## config.mk

```make
export PLATFORM = sky130hd
export DESIGN_NAME = dpa_arbiter
export DESIGN_NICKNAME = d
export VERILOG_FILES = /design/src/rtl/dpa_arbiter.v /design/src/rtl/dpa_sync.v
export VERILOG_INCLUDE_DIRS = /design/src /design/src/rtl
export SDC_FILE = /design/constraint.sdc
export NUM_CORES = 1
export LEC_CHECK = 0
export BUFFER_PORTS_ARGS = -buffer_cell sky130_fd_sc_hd__clkbuf_2
export CORE_UTILIZATION = 48
export CTS_BUF_LIST = sky130_fd_sc_hd__clkbuf_8
export CTS_CLUSTER_SIZE = 25
export DETAILED_ROUTE_END_ITERATION = 7
export GPL_TIMING_DRIVEN = 1
export HOLD_SLACK_MARGIN = 0.12
export PLACE_DENSITY_LB_ADDON = 0.3
export SYNTH_ARGS = -nofsm -noshare
export SYNTH_HDL_FRONTEND = slang
export SYNTH_SLANG_ARGS = --single-unit
export TNS_END_PERCENT = 100
```

## constraint.sdc

```tcl
create_clock -name sys_clk -period 2 [get_ports sys_clk]
set_clock_uncertainty 0.2 [all_clocks]
set_input_delay 0.6 -clock sys_clk [delete_from_list [all_inputs] [get_ports sys_clk]]
set_output_delay 0.6 -clock sys_clk [all_outputs]
set_load 0.1 [all_outputs]
```

## src/rtl/dpa_map.vh

```
/*
  dpa_map.vh: constants for the dual-port RAM arbiter: memory map bounds,
  rom size selects, wait-state counts, timing figures and states.
  Assumes inclusion by bare name from the rtl files.
*/
`ifndef DPA_MAP_VH
`define DPA_MAP_VH

`define DPA_ROM_BASE_2K   20'hFF000
`define DPA_ROM_BASE_4K   20'hFE000
`define DPA_ROM_BASE_8K   20'hFC000
`define DPA_ROM_BASE_EXP  20'hF8000
`define DPA_RESET_VECTOR  20'hFFFF0
`define DPA_RAM_TOP_BASE  20'h07FFF
`define DPA_RAM_TOP_EXP   20'h0FFFF

`define DPA_ROM_SEL_2K    2'h0
`define DPA_ROM_SEL_4K    2'h1
`define DPA_ROM_SEL_8K    2'h2

`define DPA_WAIT_RAM_WR   2'h3
`define DPA_WAIT_RAM_RD   2'h2
`define DPA_WAIT_ROM_IO   2'h1

`define DPA_ST_IDLE       2'h0
`define DPA_ST_CPU_BUSY   2'h1
`define DPA_ST_SYS_BUSY   2'h2

`define DPA_CLK_KHZ       25000
`define DPA_SYS_GRANT_NS  150
`define DPA_XCHG_MIN_NS   200
`define DPA_RST_SYNC_CYC  4

`endif

```

## src/rtl/dpa_arbiter.v

```verilog
/*
  dpa_arbiter.v: dual-port RAM bus arbiter with processor-side decoder,
  slave window decoder/translator, wait-state generator and reset
  distribution.
  Assumes the processor request signals are synchronous to sys_clk; the
  system-bus request, strap switches and auxiliary reset come from pins.
*/
// How it works
// (RL1) rom starts at FF000, FE000 or FC000 for 2K, 4K, 8K parts
// (RL2) expansion eprom fitted moves the rom base to F8000
// (RL3) rom always covers the reset vector at FFFF0
// (RL4) ram decodes from zero: 32K base, 64K with expansion ram
// (RL5) arbiter holds idle, cpu busy or system busy
// (RL6) with nothing pending the bus stays owned by the processor
// (RL7) cpu ram request goes idle to cpu busy, waiting out system use
// (RL8) cpu done returns the bus to idle
// (RL9) system request reaches system busy in about 150 ns, then idle
// (RL10) cpu system-bus access passes through idle, at least 200 ns
// (RL11) slave decoder is separate and placeable anywhere in 1 MB
// (RL12) slave base on 8K or 16K boundary, never across 128K
// (RL13) slave size in 8K or 16K steps; rest stays cpu only
// (RL14) slave addresses translate to ram offset zero upward
// (RL15) wait states: ram write three, ram read two, rom or io one
// (RL16) buses talk only to neighbours and run independently
// (RL17) system bus moves bytes and words
// (RL18) power-up gives a clocked reset and drives init low
// (RL19) auxiliary reset low at any time repeats initialisation
// (RL20) control logic runs on the single ram-side clock
// (RL21) simultaneous requests: processor wins, never both granted
// (RL22) reset forces idle, processor owned, no system grant
`timescale 1ns/100ps
`default_nettype none
`include "dpa_map.vh"
module dpa_arbiter #(
  parameter ADDR_W = 20,
  parameter SYS_CYC = ((`DPA_SYS_GRANT_NS * `DPA_CLK_KHZ) / 1000000 < 1) ? 1 :
                      (`DPA_SYS_GRANT_NS * `DPA_CLK_KHZ) / 1000000,
  parameter XCHG_CYC = ((`DPA_XCHG_MIN_NS * `DPA_CLK_KHZ) + 999999) / 1000000
) (
  input  wire              sys_clk,
  input  wire              rstn,
  input  wire              aux_rst_n,
  input  wire              cpu_req,
  input  wire              cpu_wr,
  input  wire              cpu_io,
  input  wire [ADDR_W-1:0] cpu_addr,
  input  wire              cpu_done,
  input  wire [1:0]        rom_size_sel,
  input  wire              exp_eprom_fit,
  input  wire              exp_ram_fit,
  input  wire              sys_req,
  input  wire              sys_wr,
  input  wire              sys_byte,
  input  wire              sys_done,
  input  wire [ADDR_W-1:0] sys_addr,
  input  wire [6:0]        slv_base_sw,
  input  wire [3:0]        slv_size_sw,
  output reg               cpu_ready,
  output reg               cpu_ram_sel,
  output reg               cpu_rom_sel,
  output reg               cpu_ext_sel,
  output reg               cpu_grant,
  output reg               sys_grant,
  output reg               sys_hit,
  output reg               sys_byte_xfer,
  output reg  [15:0]       ram_addr,
  output reg  [1:0]        arb_state,
  output reg               cpu_rst,
  output reg               sys_init_n
);
  // counters sized for the derived cycle figures
  localparam CW = 4;

  wire         aux_rst_s;
  wire         sys_req_s;
  wire         sys_done_s;
  reg  [1:0]   state_r;
  reg  [1:0]   state_nxt;
  reg  [CW-1:0] sys_cnt_r;
  reg  [CW-1:0] xchg_cnt_r;
  reg  [1:0]   wait_cnt_r;
  reg          cyc_act_r;
  reg  [2:0]   rst_cnt_r;
  reg  [19:0]  rom_base;
  reg          ram_hit;
  reg          rom_hit;
  reg  [19:0]  slv_base;
  reg  [19:0]  slv_len;
  reg  [19:0]  slv_off;
  reg          slv_in;
  reg  [1:0]   wait_need;

  dpa_sync #(.RST_VAL(1'b1)) u_sync_aux (
    .sys_clk (sys_clk),
    .rstn    (rstn),
    .din     (aux_rst_n),
    .dout    (aux_rst_s)
  );
  dpa_sync #(.RST_VAL(1'b0)) u_sync_req (
    .sys_clk (sys_clk),
    .rstn    (rstn),
    .din     (sys_req),
    .dout    (sys_req_s)
  );
  dpa_sync #(.RST_VAL(1'b0)) u_sync_done (
    .sys_clk (sys_clk),
    .rstn    (rstn),
    .din     (sys_done),
    .dout    (sys_done_s)
  );

  // processor-side decode
  always @* begin
    case (rom_size_sel)
      `DPA_ROM_SEL_2K: rom_base = `DPA_ROM_BASE_2K; // RL1
      `DPA_ROM_SEL_4K: rom_base = `DPA_ROM_BASE_4K; // RL1
      default:         rom_base = `DPA_ROM_BASE_8K; // RL1
    endcase
    if (exp_eprom_fit) begin
      rom_base = `DPA_ROM_BASE_EXP; // RL2
    end
    // rom runs to the top, so the reset vector always lands in it
    rom_hit = ({{(20-ADDR_W){1'b0}}, cpu_addr} >= rom_base); // RL3
    ram_hit = ({{(20-ADDR_W){1'b0}}, cpu_addr} <=
               (exp_ram_fit ? `DPA_RAM_TOP_EXP : `DPA_RAM_TOP_BASE)); // RL4
  end

  // slave window: base and size granules of 8K, or 16K with expansion ram
  always @* begin
    if (exp_ram_fit) begin
      slv_base = {slv_base_sw[6:1], 14'h0000}; // RL12
      slv_len  = {2'h0, slv_size_sw, 14'h0000}; // RL13
    end else begin
      slv_base = {slv_base_sw, 13'h0000}; // RL12 RL11
      slv_len  = {3'h0, slv_size_sw, 13'h0000}; // RL13
    end
    slv_off = {{(20-ADDR_W){1'b0}}, sys_addr} - slv_base; // RL14
    // window clipped at the 128K boundary above its base
    slv_in  = ({{(20-ADDR_W){1'b0}}, sys_addr} >= slv_base) &&
              (slv_off < slv_len) &&
              (sys_addr[19:17] == slv_base[19:17]) && // RL12
              (slv_off <= (exp_ram_fit ? `DPA_RAM_TOP_EXP : `DPA_RAM_TOP_BASE)); // RL13
  end

  // ownership machine; processor wins ties
  always @* begin
    state_nxt = state_r;
    case (state_r)
      `DPA_ST_IDLE: begin
        if (cpu_req && ram_hit && !rom_hit && !cpu_io) begin
          state_nxt = `DPA_ST_CPU_BUSY; // RL7 RL21
        end else if (sys_req_s && slv_in && sys_cnt_r >= SYS_CYC[CW-1:0] - 4'h1) begin
          state_nxt = `DPA_ST_SYS_BUSY; // RL9
        end
      end
      `DPA_ST_CPU_BUSY: begin
        if (cpu_done) begin
          state_nxt = `DPA_ST_IDLE; // RL8
        end
      end
      `DPA_ST_SYS_BUSY: begin
        if (sys_done_s || !sys_req_s) begin
          state_nxt = `DPA_ST_IDLE; // RL9
        end
      end
      default: state_nxt = `DPA_ST_IDLE;
    endcase
  end

  always @* begin
    if (!cpu_io && rom_hit) begin
      wait_need = `DPA_WAIT_ROM_IO;
    end else if (!cpu_io && ram_hit) begin
      wait_need = cpu_wr ? `DPA_WAIT_RAM_WR : `DPA_WAIT_RAM_RD; // RL15
    end else begin
      wait_need = `DPA_WAIT_ROM_IO; // RL15
    end
  end

  wire int_rst = !aux_rst_s; // RL19
  wire cpu_ext = cpu_req && !cpu_io && !rom_hit && !ram_hit;

  always @(posedge sys_clk or negedge rstn) begin // RL20
    if (!rstn) begin
      state_r       <= `DPA_ST_IDLE; // RL22
      sys_cnt_r     <= {CW{1'b0}};
      xchg_cnt_r    <= {CW{1'b0}};
      wait_cnt_r    <= 2'h0;
      cyc_act_r     <= 1'b0;
      rst_cnt_r     <= 3'h0;
      cpu_ready     <= 1'b0;
      cpu_ram_sel   <= 1'b0;
      cpu_rom_sel   <= 1'b0;
      cpu_ext_sel   <= 1'b0;
      cpu_grant     <= 1'b1;
      sys_grant     <= 1'b0;
      sys_hit       <= 1'b0;
      sys_byte_xfer <= 1'b0;
      ram_addr      <= 16'h0000;
      arb_state     <= `DPA_ST_IDLE;
      cpu_rst       <= 1'b1;
      sys_init_n    <= 1'b0;
    end else if (int_rst) begin
      state_r       <= `DPA_ST_IDLE; // RL19 RL22
      sys_cnt_r     <= {CW{1'b0}};
      xchg_cnt_r    <= {CW{1'b0}};
      wait_cnt_r    <= 2'h0;
      cyc_act_r     <= 1'b0;
      rst_cnt_r     <= 3'h0;
      cpu_ready     <= 1'b0;
      cpu_ram_sel   <= 1'b0;
      cpu_rom_sel   <= 1'b0;
      cpu_ext_sel   <= 1'b0;
      cpu_grant     <= 1'b1;
      sys_grant     <= 1'b0;
      sys_hit       <= 1'b0;
      sys_byte_xfer <= 1'b0;
      arb_state     <= `DPA_ST_IDLE;
      cpu_rst       <= 1'b1;
      sys_init_n    <= 1'b0;
    end else begin
      // reset held a few clocks after release so it leaves on a clean edge
      if (rst_cnt_r != `DPA_RST_SYNC_CYC) begin
        rst_cnt_r <= rst_cnt_r + 3'h1;
      end
      cpu_rst    <= (rst_cnt_r != `DPA_RST_SYNC_CYC); // RL18
      sys_init_n <= (rst_cnt_r == `DPA_RST_SYNC_CYC); // RL18
      state_r    <= state_nxt; // RL5
      arb_state  <= state_nxt;
      cpu_grant  <= (state_nxt != `DPA_ST_SYS_BUSY); // RL6
      sys_grant  <= (state_nxt == `DPA_ST_SYS_BUSY); // RL21
      sys_hit    <= sys_req_s && slv_in;
      if (state_nxt == `DPA_ST_SYS_BUSY && state_r == `DPA_ST_IDLE) begin
        ram_addr      <= slv_off[15:0]; // RL14
        sys_byte_xfer <= sys_byte; // RL17
      end
      // the cpu address reaches the ram only once the bus is its own
      if (state_nxt == `DPA_ST_CPU_BUSY && state_r == `DPA_ST_IDLE) begin
        ram_addr <= cpu_addr[15:0]; // RL4
      end
      // count the request settle time while the slave waits
      if (state_r == `DPA_ST_IDLE && sys_req_s && slv_in) begin
        if (sys_cnt_r != 4'hF) begin
          sys_cnt_r <= sys_cnt_r + 4'h1;
        end
      end else begin
        sys_cnt_r <= {CW{1'b0}};
      end
      // processor cycle: decode latched, wait states then ready pulse
      cpu_ready <= 1'b0;
      if (!cyc_act_r && cpu_req && !cpu_rst) begin
        cpu_ram_sel <= ram_hit && !rom_hit && !cpu_io;
        cpu_rom_sel <= rom_hit && !cpu_io;
        cpu_ext_sel <= cpu_ext; // RL10 RL16
        cyc_act_r  <= 1'b1;
        wait_cnt_r <= wait_need;
        xchg_cnt_r <= XCHG_CYC[CW-1:0];
      end else if (cyc_act_r) begin
        if (cpu_ext_sel) begin
          // pass-through leaves the ownership machine idle
          if (xchg_cnt_r != {CW{1'b0}}) begin
            xchg_cnt_r <= xchg_cnt_r - 4'h1; // RL10
          end else if (cpu_done) begin
            cyc_act_r   <= 1'b0;
            cpu_ready   <= 1'b1;
            cpu_ext_sel <= 1'b0;
          end
        end else if (cpu_ram_sel && state_r != `DPA_ST_CPU_BUSY) begin
          wait_cnt_r <= wait_cnt_r; // RL7
        end else if (wait_cnt_r != 2'h0) begin
          wait_cnt_r <= wait_cnt_r - 2'h1; // RL15
        end else begin
          cpu_ready   <= 1'b1;
          cyc_act_r   <= 1'b0;
          cpu_ram_sel <= 1'b0;
          cpu_rom_sel <= 1'b0;
        end
      end
    end
  end
endmodule // dpa_arbiter
`default_nettype wire

```

## src/rtl/dpa_sync.v

```verilog
/*
  dpa_sync.v: three-flop input synchroniser; the output changes only when
  the second and third stages agree.
  Assumes the input is asynchronous to sys_clk.
*/
`timescale 1ns/100ps
`default_nettype none
module dpa_sync #(
  parameter RST_VAL = 1'b0
) (
  input  wire sys_clk,
  input  wire rstn,
  input  wire din,
  output reg  dout
);
  reg s1_r;
  reg s2_r;
  reg s3_r;

  always @(posedge sys_clk or negedge rstn) begin
    if (!rstn) begin
      s1_r <= RST_VAL;
      s2_r <= RST_VAL;
      s3_r <= RST_VAL;
      dout <= RST_VAL;
    end else begin
      s1_r <= din;
      s2_r <= s1_r;
      s3_r <= s2_r;
      if (s2_r == s3_r) begin
        dout <= s3_r;
      end
    end
  end
endmodule // dpa_sync
`default_nettype wire
```

==> flow_summary.yaml, run 1 <==
run_status:
  status: "finished, violations left"
  violations: "negative setup slack"
drt:
  drt-wirelength-per-cell_microns: 15.48
  finalWirelength_microns: 7785
  drt_iter0_drc: 101
  first_pass_iters: 4
  vias_per_cell: 5.573
  drc_errors: 0
  routed-via-count: 2803
  ant_nets: 0
logic_synthesis:
  ys.warnings.count: 0
  synthCells: 281
  synth_nets: 370
  synth_area_sq_um: 2965
  synthAdderAreaFrac: 0.1097
  synth.avg_cell_area_sq_um: 10.55
  synth_edf_count: 0
  synthSimpleGateAreaFrac: 0.1662
  synth_top_family_by_area: "compound AO/OA/AOI/OAI gates"
  synth_compound_area_frac: 0.1797
  ys_async_sr_fraction: 1.000
  ys_seq_area_frac: 0.4582
  synth_xor_area_frac: 0.02363
  yosysUniqueCellTypes: 50
  synth_ff_type: "dfrtp_1"
  synthMuxAreaShare: 0.01730
  synth_seq_cells: 54
worst_setup_path:
  cp_num_buf_inv: 3
  worstPathCellList: "buf_6 > nor2b_4 > ha_4 > inv_2 > fa_2 > xor2_4 > ha_4 > nand4b_1 > o41ai_2 > o2111ai_1 > and4bb_4 > buf_6 > a22o_1 > a21o_1"
  crit_path_end_kind: "flop"
  crit_family: "adder cells"
  crit_fanout: 5
  required_ns: 2.05
  cp_data_arrival_time_ns: 3.10
  cpPeakStageDelay_ns: 0.39
  cpMaxStageDelayCell: "and4bb_4"
  setup.worst_path.start_class: "input port"
  crit_type: "in -> reg"
placement:
  place_congestion: 0.8616
  portBuffers: 92
  dp_hpwl_microns: 5805
  place_area_sq_um: 4016
flow_run:
  drv_cap: 0
cts:
  cts.sinks: 54
  root_buffer: "clkbuf_8"
  clock_latency_ns: 0.31
  clk_pin_slew_ns: 0.10
  htree_levels: 2
  numCtsBuffers: 5
  cts_tree: "yes"
  clk_path_buf_depth: 2
final_layout:
  antenna_cells: 0
  fin_area_sq_um: 4313
  syn_to_final_growth_pct: 45.44
  final_common_cell: "clkbuf_2"
  num-fill-cells: 461
  nets: 516
  mostFrequentLayoutCells: "clkbuf_2 (69), buf_4 (65), dfrtp_1 (44), inv_1 (21), nand2_1 (21)"
  final_core_util: 0.7242
  drive_gt1_frac: 0.4463
floorplanning:
  core_area_sq_um: 5956
  die-height_microns: 80.60
  num_rows: 28
  die_x_microns: 80.60
  die-area_sq_um: 6496
  start_util: 0.4979
  pin_count: 94
min_path:
  worstHoldPathType: "reg -> reg"
global_routing:
  grt_use_total: 0.2451
  antenna_found_initial: 0
  grt_pass1_wl_microns: 12110
  grt_pass1_vias: 2679
  grt_max_degree: 28
  gr-total-overflow: 0
sta:
  slew_headroom: 0.6404
  finalHoldViolCount: 0
  report.final.slew_viol_count: 0
  min_period_ns: 3.044
  setup_ws_ns: -1.044
  finalSetupViolations: 29
  fmax_mhz: 328.5
  rsz0062_at_grt: "true"
  tightest_slew_ns: 0.5418
  fin_crit_sh: 1.522
pwr:
  ir_drop_v: 0.0004566
  leakagePower_uw: 0.002248
  total_power_uw: 2899
  power.density_nw_per_um2: 672.1
layer usage:
layer / vias to the layer above / global-route usage / routed length [microns]
met4: 0 / 0.07143 / 125
met2: 106 / 0.4136 / 3916
met3: 16 / 0.04659 / 467
met1: 1355 / 0.3177 / 3275
met5: - / 0 / 0
li1: 1326 / - / -
kinds of logic after synthesis:
logic type / count (synthesis)
AO/OA/AOI/OAI: 70
AND/OR/NAND/NOR: 88
flip-flops: 54
XOR/XNOR: 8
adder cells (fa/ha/maj): 26
buffers and inverters: 30
multiplexers: 5
synth_stat cells (6+ instances only):
library cell,instances,share of area
dfrtp_1,48,0.41
inv_1,23,0.029
ha_1,22,0.093
nand2_1,21,0.027
a21o_1,18,0.046
a22o_1,16,0.047
nor2_1,14,0.018
nand3_1,8,0.014
nand4_1,8,0.017
o21ai_0,7,0.012
a21boi_0,6,0.015
dfstp_2,6,0.053
nor4_1,6,0.013
final cells by class:
| class | instances | area (sq um) | share of cell area |
|---|---|---|---|
| multi-input combinational | 197 | 1628 | 0.3774 |
| sequential | 54 | 1364 | 0.3162 |
| timing repair buffer | 146 | 1020 | 0.2364 |
| tap | 75 | 93.84 | 0.02176 |
| inverter | 23 | 86.33 | 0.02002 |
| clock buffer | 6 | 82.58 | 0.01915 |
| clock inverter | 2 | 38.79 | 0.008993 |
what timing repair did:
item,4_1_cts,5_1_grt
pin swaps,9,6
cloned,1,0
buffers inserted,3,1
hold buffers,1,0
endpoints found under the setup margin,30,31
endpoints found under the hold margin,11,0
gates resized for setup,10,18
stage by stage:
stage / hold WS (ns) / std cells / setup TNS (ns) / setup slack, ns
floorplan: 0.1044 / 281 / -30.86 / -1.359
global placement: 0.1323 / 490 / -35.89 / -1.391
detailed placement: 0.1347 / 490 / -37.21 / -1.462
CTS: 0.1561 / 502 / -27.00 / -1.065
global route: 0.1515 / 503 / -29.65 / -1.163
finish: 0.1565 / 503 / -26.16 / -1.044
power breakdown:
group / internal (uW) / switching, uW / total [uW]
registers: 1170 / 49.4 / 1220
clock network: 412 / 370 / 782
logic: 329 / 569 / 899
path summary, 6_finish.rpt:
| path | slack (ns) | depth (start not counted) | startpoint | to |
|---|---|---|---|---|
| max reg2reg | -0.06 | 8 | sys_cnt_r[0]$_DFFE_PN0P_ | ram_addr[8]$_DFFE_PN0P_ |
| max | -1.04 | 14 | exp_ram_fit | ram_addr[8]$_DFFE_PN0P_ |
| min | 0.16 | 0 | u_sync_done.s1_r$_DFF_PN0_ | u_sync_done.s2_r$_DFF_PN0_ |
| min in group asynchronous | 0.51 | 2 | rstn | xchg_cnt_r[3]$_DFFE_PN0P_ |
| max in group asynchronous | 0.53 | 3 | rstn | ram_addr[15]$_DFFE_PN0P_ |
| min reg2reg | 0.16 | 0 | u_sync_done.s1_r$_DFF_PN0_ | u_sync_done.s2_r$_DFF_PN0_ |
flip-flops by register name (all words and copies together) (netlist names), 2 cells and up:
signal / flops
ram_addr: 16
sys_cnt_r: 4
xchg_cnt_r: 4
rst_cnt_r: 3
state_r: 2
wait_cnt_r: 2
(Power assumes the default switching activity.)
==> run 2: changes to the inputs <==
--- a/config.mk
+++ b/config.mk
@@ -14,6 +14,7 @@
 export GPL_TIMING_DRIVEN = 1
 export HOLD_SLACK_MARGIN = 0.12
 export PLACE_DENSITY_LB_ADDON = 0.3
+export REMOVE_ABC_BUFFERS = 1
 export SYNTH_ARGS = -nofsm -noshare
 export SYNTH_HDL_FRONTEND = slang
 export SYNTH_SLANG_ARGS = --single-unit
==> run 2 against run 1 <==
  * The run still ends with negative setup slack left
  * Critical endpoint is now ram_addr[6]$_DFFE_PN0P_
  * Via count grew 0.18%
  * Clock power is 2.7% higher
  * First-iteration DRC count grew 110%
  * Combinational power is 4.7% higher
  * Global-route usage increased by 0.63 points
  * Worst hold slack hardly changed
  * Critical path type unchanged
==> flow_summary.yaml, run 2 (same netlist as run 1, synthesis figures left out) <==
placement:
  place_congestion: 0.8623
  dp_hpwl_microns: 5958
  portBuffers: 92
final_layout:
  num-fill-cells: 416
  ff_latch_area_sq_um: 1359
  syn_to_final_growth_pct: 48.65
  nets: 532
  final_core_util: 0.7401
  antenna_cells: 0
  drive_gt1_frac: 0.4662
  mostFrequentLayoutCells: "buf_4 (81), clkbuf_2 (69), dfrtp_1 (48), inv_1 (22), nand2_1 (21)"
  largest_reg_flops: 16
  regMostFlops: "ram_addr"
  top_regs: "ram_addr: 16 flops, sys_cnt_r: 4 flops, xchg_cnt_r: 4 flops"
  multi_input_area_sq_um: 1614
  final_common_cell: "buf_4"
worst_setup_path:
  cp_num_buf_inv: 4
  cpMaxStageDelayCell: "and4bb_4"
  crit_top_cell: "buf_6"
  crit_fanout: 8
  worstPathCellList: "buf_6 > nor2b_4 > ha_4 > inv_2 > fa_2 > xor2_2 > ha_1 > nand4b_1 > o41ai_2 > buf_4 > o2111ai_2 > and4bb_4 > buf_6 > a22o_1 > a21o_1"
  setup.worst_path.start_class: "input port"
  cp_data_arrival_time_ns: 3.23
  cpPeakStageDelay_ns: 0.38
  crit_family: "adder cells"
  crit_type: "in -> reg"
  crit_path_end_kind: "flop"
  required_ns: 2.06
floorplanning:
  die-area_sq_um: 6496
  core_area_sq_um: 5956
  num_rows: 28
  die_x_microns: 80.60
  die-height_microns: 80.60
  start_util: 0.4979
  pin_count: 94
pwr:
  leakagePower_uw: 0.002318
  power.density_nw_per_um2: 673.2
  ir_drop_v: 0.0004361
sta:
  rsz0062_at_grt: "true"
  fmax_mhz: 316.1
  finalHoldViolCount: 0
  min_period_ns: 3.163
  setup_ws_ns: -1.163
  slew_headroom: 0.6115
  fin_crit_sh: 1.582
  finalSetupViolations: 30
  tightest_slew_ns: 0.5774
  report.final.slew_viol_count: 0
  whs_ns: 0.1567
run_status:
  status: "finished, violations left"
  violations: "negative setup slack"
flow_run:
  drv_cap: 0
global_routing:
  gr-total-overflow: 0
  grt_pass1_wl_microns: 12360
  grt_use_total: 0.2514
  grt_max_degree: 55
  antenna_found_initial: 0
  grt_pass1_vias: 2739
cts:
  cts.sinks: 54
  numCtsBuffers: 5
  cts_tree: "yes"
  clk_path_buf_depth: 2
  clock_latency_ns: 0.32
  clk_pin_slew_ns: 0.10
  root_buffer: "clkbuf_8"
  htree_levels: 2
drt:
  drt-wirelength-per-cell_microns: 15.75
  finalWirelength_microns: 8176
  vias_per_cell: 5.410
  first_pass_iters: 4
  ant_nets: 0
  drc_errors: 0
  routed-via-count: 2808
  drt_iter0_drc: 217
min_path:
  worstHoldPathType: "reg -> reg"
==> run 2: final cells by class <==
| type | count | share of cell area |
|---|---|---|
| Timing Repair Buffer | 162 | 0.2572 |
| Sequential cell | 54 | 0.3083 |
| Clock inverter | 2 | 0.008799 |
| Inverter | 23 | 0.01959 |
| Tap cell | 75 | 0.02129 |
| Multi-Input combinational cell | 197 | 0.3662 |
| Clock buffer | 6 | 0.01873 |
==> run 2: per-stage QoR <==
| stage | power [uW] | instances | TNS [ns] | worst slack, ns | area [sq um] |
|---|---|---|---|---|---|
| floorplan | 1748 | 274 | -36.52 | -1.585 | 2918 |
| finish | 2967 | 519 | -28.63 | -1.163 | 4408 |
| global placement | 2068 | 504 | -41.72 | -1.580 | 4070 |
| CTS | 2921 | 517 | -30.50 | -1.218 | 4314 |
| detailed placement | 2097 | 504 | -44.93 | -1.717 | 4070 |
| global route | 3081 | 519 | -31.58 | -1.249 | 4408 |
==> run 2: metal layers <==
layer  wire length [microns]  up-vias  GRT usage
met5                       0        -          0
met4                      95        0    0.07143
met3                     408       14    0.05682
met2                    4239       98     0.4398
met1                    3432     1352     0.3073
li1                        -     1344          -
==> run 2: path summary, 6_finish.rpt <==
kind                                       startpoint                          end  slack [ns]  cells past startpoint
setup / recovery                          exp_ram_fit      ram_addr[6]$_DFFE_PN0P_       -1.16                     15
hold / removal             u_sync_done.s1_r$_DFF_PN0_   u_sync_done.s2_r$_DFF_PN0_        0.16                      0
setup reg to reg             sys_cnt_r[0]$_DFFE_PN0P_      ram_addr[6]$_DFFE_PN0P_       -0.02                      8
hold reg to reg            u_sync_done.s1_r$_DFF_PN0_   u_sync_done.s2_r$_DFF_PN0_        0.16                      0
max in group asynchronous                        rstn  u_sync_aux.dout$_DFFE_PN1N_        0.69                      3
min in group asynchronous                        rstn    wait_cnt_r[0]$_DFFE_PN0P_        0.60                      3
==> run 2: worst reg2reg max path: stages (launching register included) <==
cell	delay, ns
dfrtp_1	0.36
inv_1	0.05
ha_1	0.18
nor4_1	0.27
nor3_1	0.12
and4bb_4	0.25
buf_6	0.14
a22o_1	0.19
a21o_1	0.16
==> run 2: report_power, final <==
group	total, uW	internal [uW]	switching, uW
combinational	941	356	585
clock	803	413	391
sequential	1220	1170	54.7
==> run 2: timing repair <==
| item | CTS | global route |
|---|---|---|
| endpoints found under the setup margin | 31 | 32 |
| hold buffers | 1 | 0 |
| endpoints found under the hold margin | 48 | 0 |
| setup buffers | 5 | 2 |
| gates resized for setup | 22 | 16 |
| pin swaps | 23 | 17 |
==> run 3: changes to the inputs <==
--- a/config.mk
+++ b/config.mk
@@ -7,7 +7,10 @@
 export NUM_CORES = 1
 export LEC_CHECK = 0
 export BUFFER_PORTS_ARGS = -buffer_cell sky130_fd_sc_hd__clkbuf_2
-export CORE_UTILIZATION = 48
+export CAP_MARGIN = 25
+export CELL_PAD_IN_SITES_DETAIL_PLACEMENT = 0
+export CELL_PAD_IN_SITES_GLOBAL_PLACEMENT = 2
+export CORE_UTILIZATION = 29
 export CTS_BUF_LIST = sky130_fd_sc_hd__clkbuf_8
 export CTS_CLUSTER_SIZE = 25
 export DETAILED_ROUTE_END_ITERATION = 7
@@ -18,4 +21,4 @@
 export SYNTH_ARGS = -nofsm -noshare
 export SYNTH_HDL_FRONTEND = slang
 export SYNTH_SLANG_ARGS = --single-unit
-export TNS_END_PERCENT = 100
+export TNS_END_PERCENT = 10
==> run 3 against run 2 <==
  * The flow still finishes with violations (negative setup slack)
  * Power is 3.1% lower
  * Utilization is 29 points lower
  * Sequential cell count stayed put
  * Worst hold slack hardly changed
  * Clock power is 2% lower
  * Routed wire length is 2.3% lower
  * Setup slack worse by 0.094 ns
  * Via count is 4.1% lower
  * Largest power group unchanged
  * Register-to-register slack worse by 0.04 ns
  * Cell count is 11% higher
==> flow_summary.yaml, run 3 (same netlist as run 1, synthesis figures left out) <==
worst_setup_path:
  crit_path_end_kind: "flop"
  setup.worst_path.start_class: "input port"
  cpMaxStageDelayCell: "and4bb_4"
  required_ns: 2.02
  worstPathCellList: "buf_8 > nor2b_4 > ha_4 > inv_2 > fa_2 > xor2_2 > ha_1 > nand4b_1 > o41ai_4 > o2111ai_2 > and4bb_4 > nor2_4 > clkbuf_16 > a21o_1"
  crit_family: "adder cells"
  crit_type: "in -> reg"
  crit_fanout: 8
  cpPeakStageDelay_ns: 0.40
  cp_num_buf_inv: 3
  cp_data_arrival_time_ns: 3.27
final_layout:
  largest_reg_flops: 16
  nets: 530
  fin_area_sq_um: 4472
  syn_to_final_growth_pct: 50.80
  regMostFlops: "ram_addr"
  top_regs: "ram_addr: 16 flops, sys_cnt_r: 4 flops, xchg_cnt_r: 4 flops"
  final_common_cell: "buf_4"
  antenna_cells: 0
  drive_gt1_frac: 0.4434
  mostFrequentLayoutCells: "buf_4 (79), clkbuf_2 (68), dfrtp_1 (48), inv_1 (22)"
floorplanning:
  start_util: 0.3006
  num_rows: 36
  core_area_sq_um: 9864
  die-area_sq_um: 10630
  die_x_microns: 103.1
  die-height_microns: 103.1
  pin_count: 94
placement:
  place_congestion: 0.7590
  dp_hpwl_microns: 6236
  portBuffers: 92
  place_area_sq_um: 4168
  dp_slack_ns: -1.877
flow_run:
  drv_cap: 0
min_path:
  worstHoldPathType: "reg -> reg"
pwr:
  leakagePower_uw: 0.002327
  ir_drop_v: 0.0004300
  power.density_nw_per_um2: 643.0
  total_power_uw: 2875
drt:
  first_pass_iters: 4
  drc_errors: 0
  drt_iter0_drc: 74
  drt-wirelength-per-cell_microns: 13.89
  ant_nets: 0
  vias_per_cell: 4.682
  routed-via-count: 2692
  finalWirelength_microns: 7989
global_routing:
  grt_max_degree: 45
  grt_use_total: 0.1507
  grt_pass1_wl_microns: 12390
  antenna_found_initial: 0
  gr-total-overflow: 0
  grt_pass1_vias: 2577
sta:
  whs_ns: 0.1566
  rsz0062_at_grt: "true"
  fmax_mhz: 307.0
  finalHoldViolCount: 0
  min_period_ns: 3.257
  report.final.slew_viol_count: 0
  tightest_slew_ns: 0.5405
  setup_ws_ns: -1.257
  slew_headroom: 0.6412
  fin_crit_sh: 1.629
  finalSetupViolations: 31
cts:
  clk_path_buf_depth: 2
  clk_pin_slew_ns: 0.11
  clock_latency_ns: 0.31
  htree_levels: 2
  cts_tree: "yes"
  cts.sinks: 54
  root_buffer: "clkbuf_8"
  numCtsBuffers: 5
run_status:
  status: "finished, violations left"
  violations: "negative setup slack"
-- run 3: where the power goes --
part | switching [uW] | internal (uW) | total (uW)
clock | 378 | 413 | 790
sequential | 49.2 | 1170 | 1220
combinational | 550 | 317 | 867
-- run 3: through the flow --
step,util,instances,setup TNS (ns)
6_report,0.4533,575,-30.33
5_1_grt,0.4533,575,-33.75
4_1_cts,0.4396,572,-30.88
3_5_place_dp,0.4225,563,-48.87
3_3_place_gp,0.4225,563,-44.21
2_1_floorplan,-,274,-36.52
-- run 3: final timing paths --
kind	from	to	slack (ns)	depth (start not counted)
worst max-delay path	exp_ram_fit	ram_addr[0]$_DFFE_PN0P_	-1.26	14
worst min-delay path	u_sync_req.s1_r$_DFF_PN0_	u_sync_req.s2_r$_DFF_PN0_	0.16	0
worst max register to register	sys_cnt_r[0]$_DFFE_PN0P_	ram_addr[11]$_DFFE_PN0P_	-0.06	8
worst min register to register	u_sync_req.s1_r$_DFF_PN0_	u_sync_req.s2_r$_DFF_PN0_	0.16	0
max in group asynchronous	rstn	u_sync_aux.s1_r$_DFF_PN1_	0.47	3
min in group asynchronous	rstn	cpu_ready$_DFF_PN0_	0.52	2
-- run 3: final cells by class --
type	count	area, sq um
Tap cell	133	166.4
Multi-Input combinational cell	197	1564
Timing Repair Buffer	160	1175
Sequential cell	54	1359
Clock buffer	6	82.58
Fill cell	953	5393
Inverter	23	86.33
Clock inverter	2	38.79
-- run 3: per-layer routing --
metal | up-vias | GRT usage | wire length [microns]
li1 | 1346 | - | -
met1 | 1278 | 0.2045 | 3802
met2 | 64 | 0.2487 | 3746
met3 | 4 | 0.02780 | 376
met4 | 0 | 0.03575 | 63
met5 | - | 0 | 0
-- run 3: timing repair --
action,4_1_cts,5_1_grt
gates resized for setup,10,15
buffers inserted,0,1
pin swaps,6,18
endpoints found under the hold margin,9,0
endpoints found under the setup margin,31,31
hold buffers,1,0
cloned,0,2
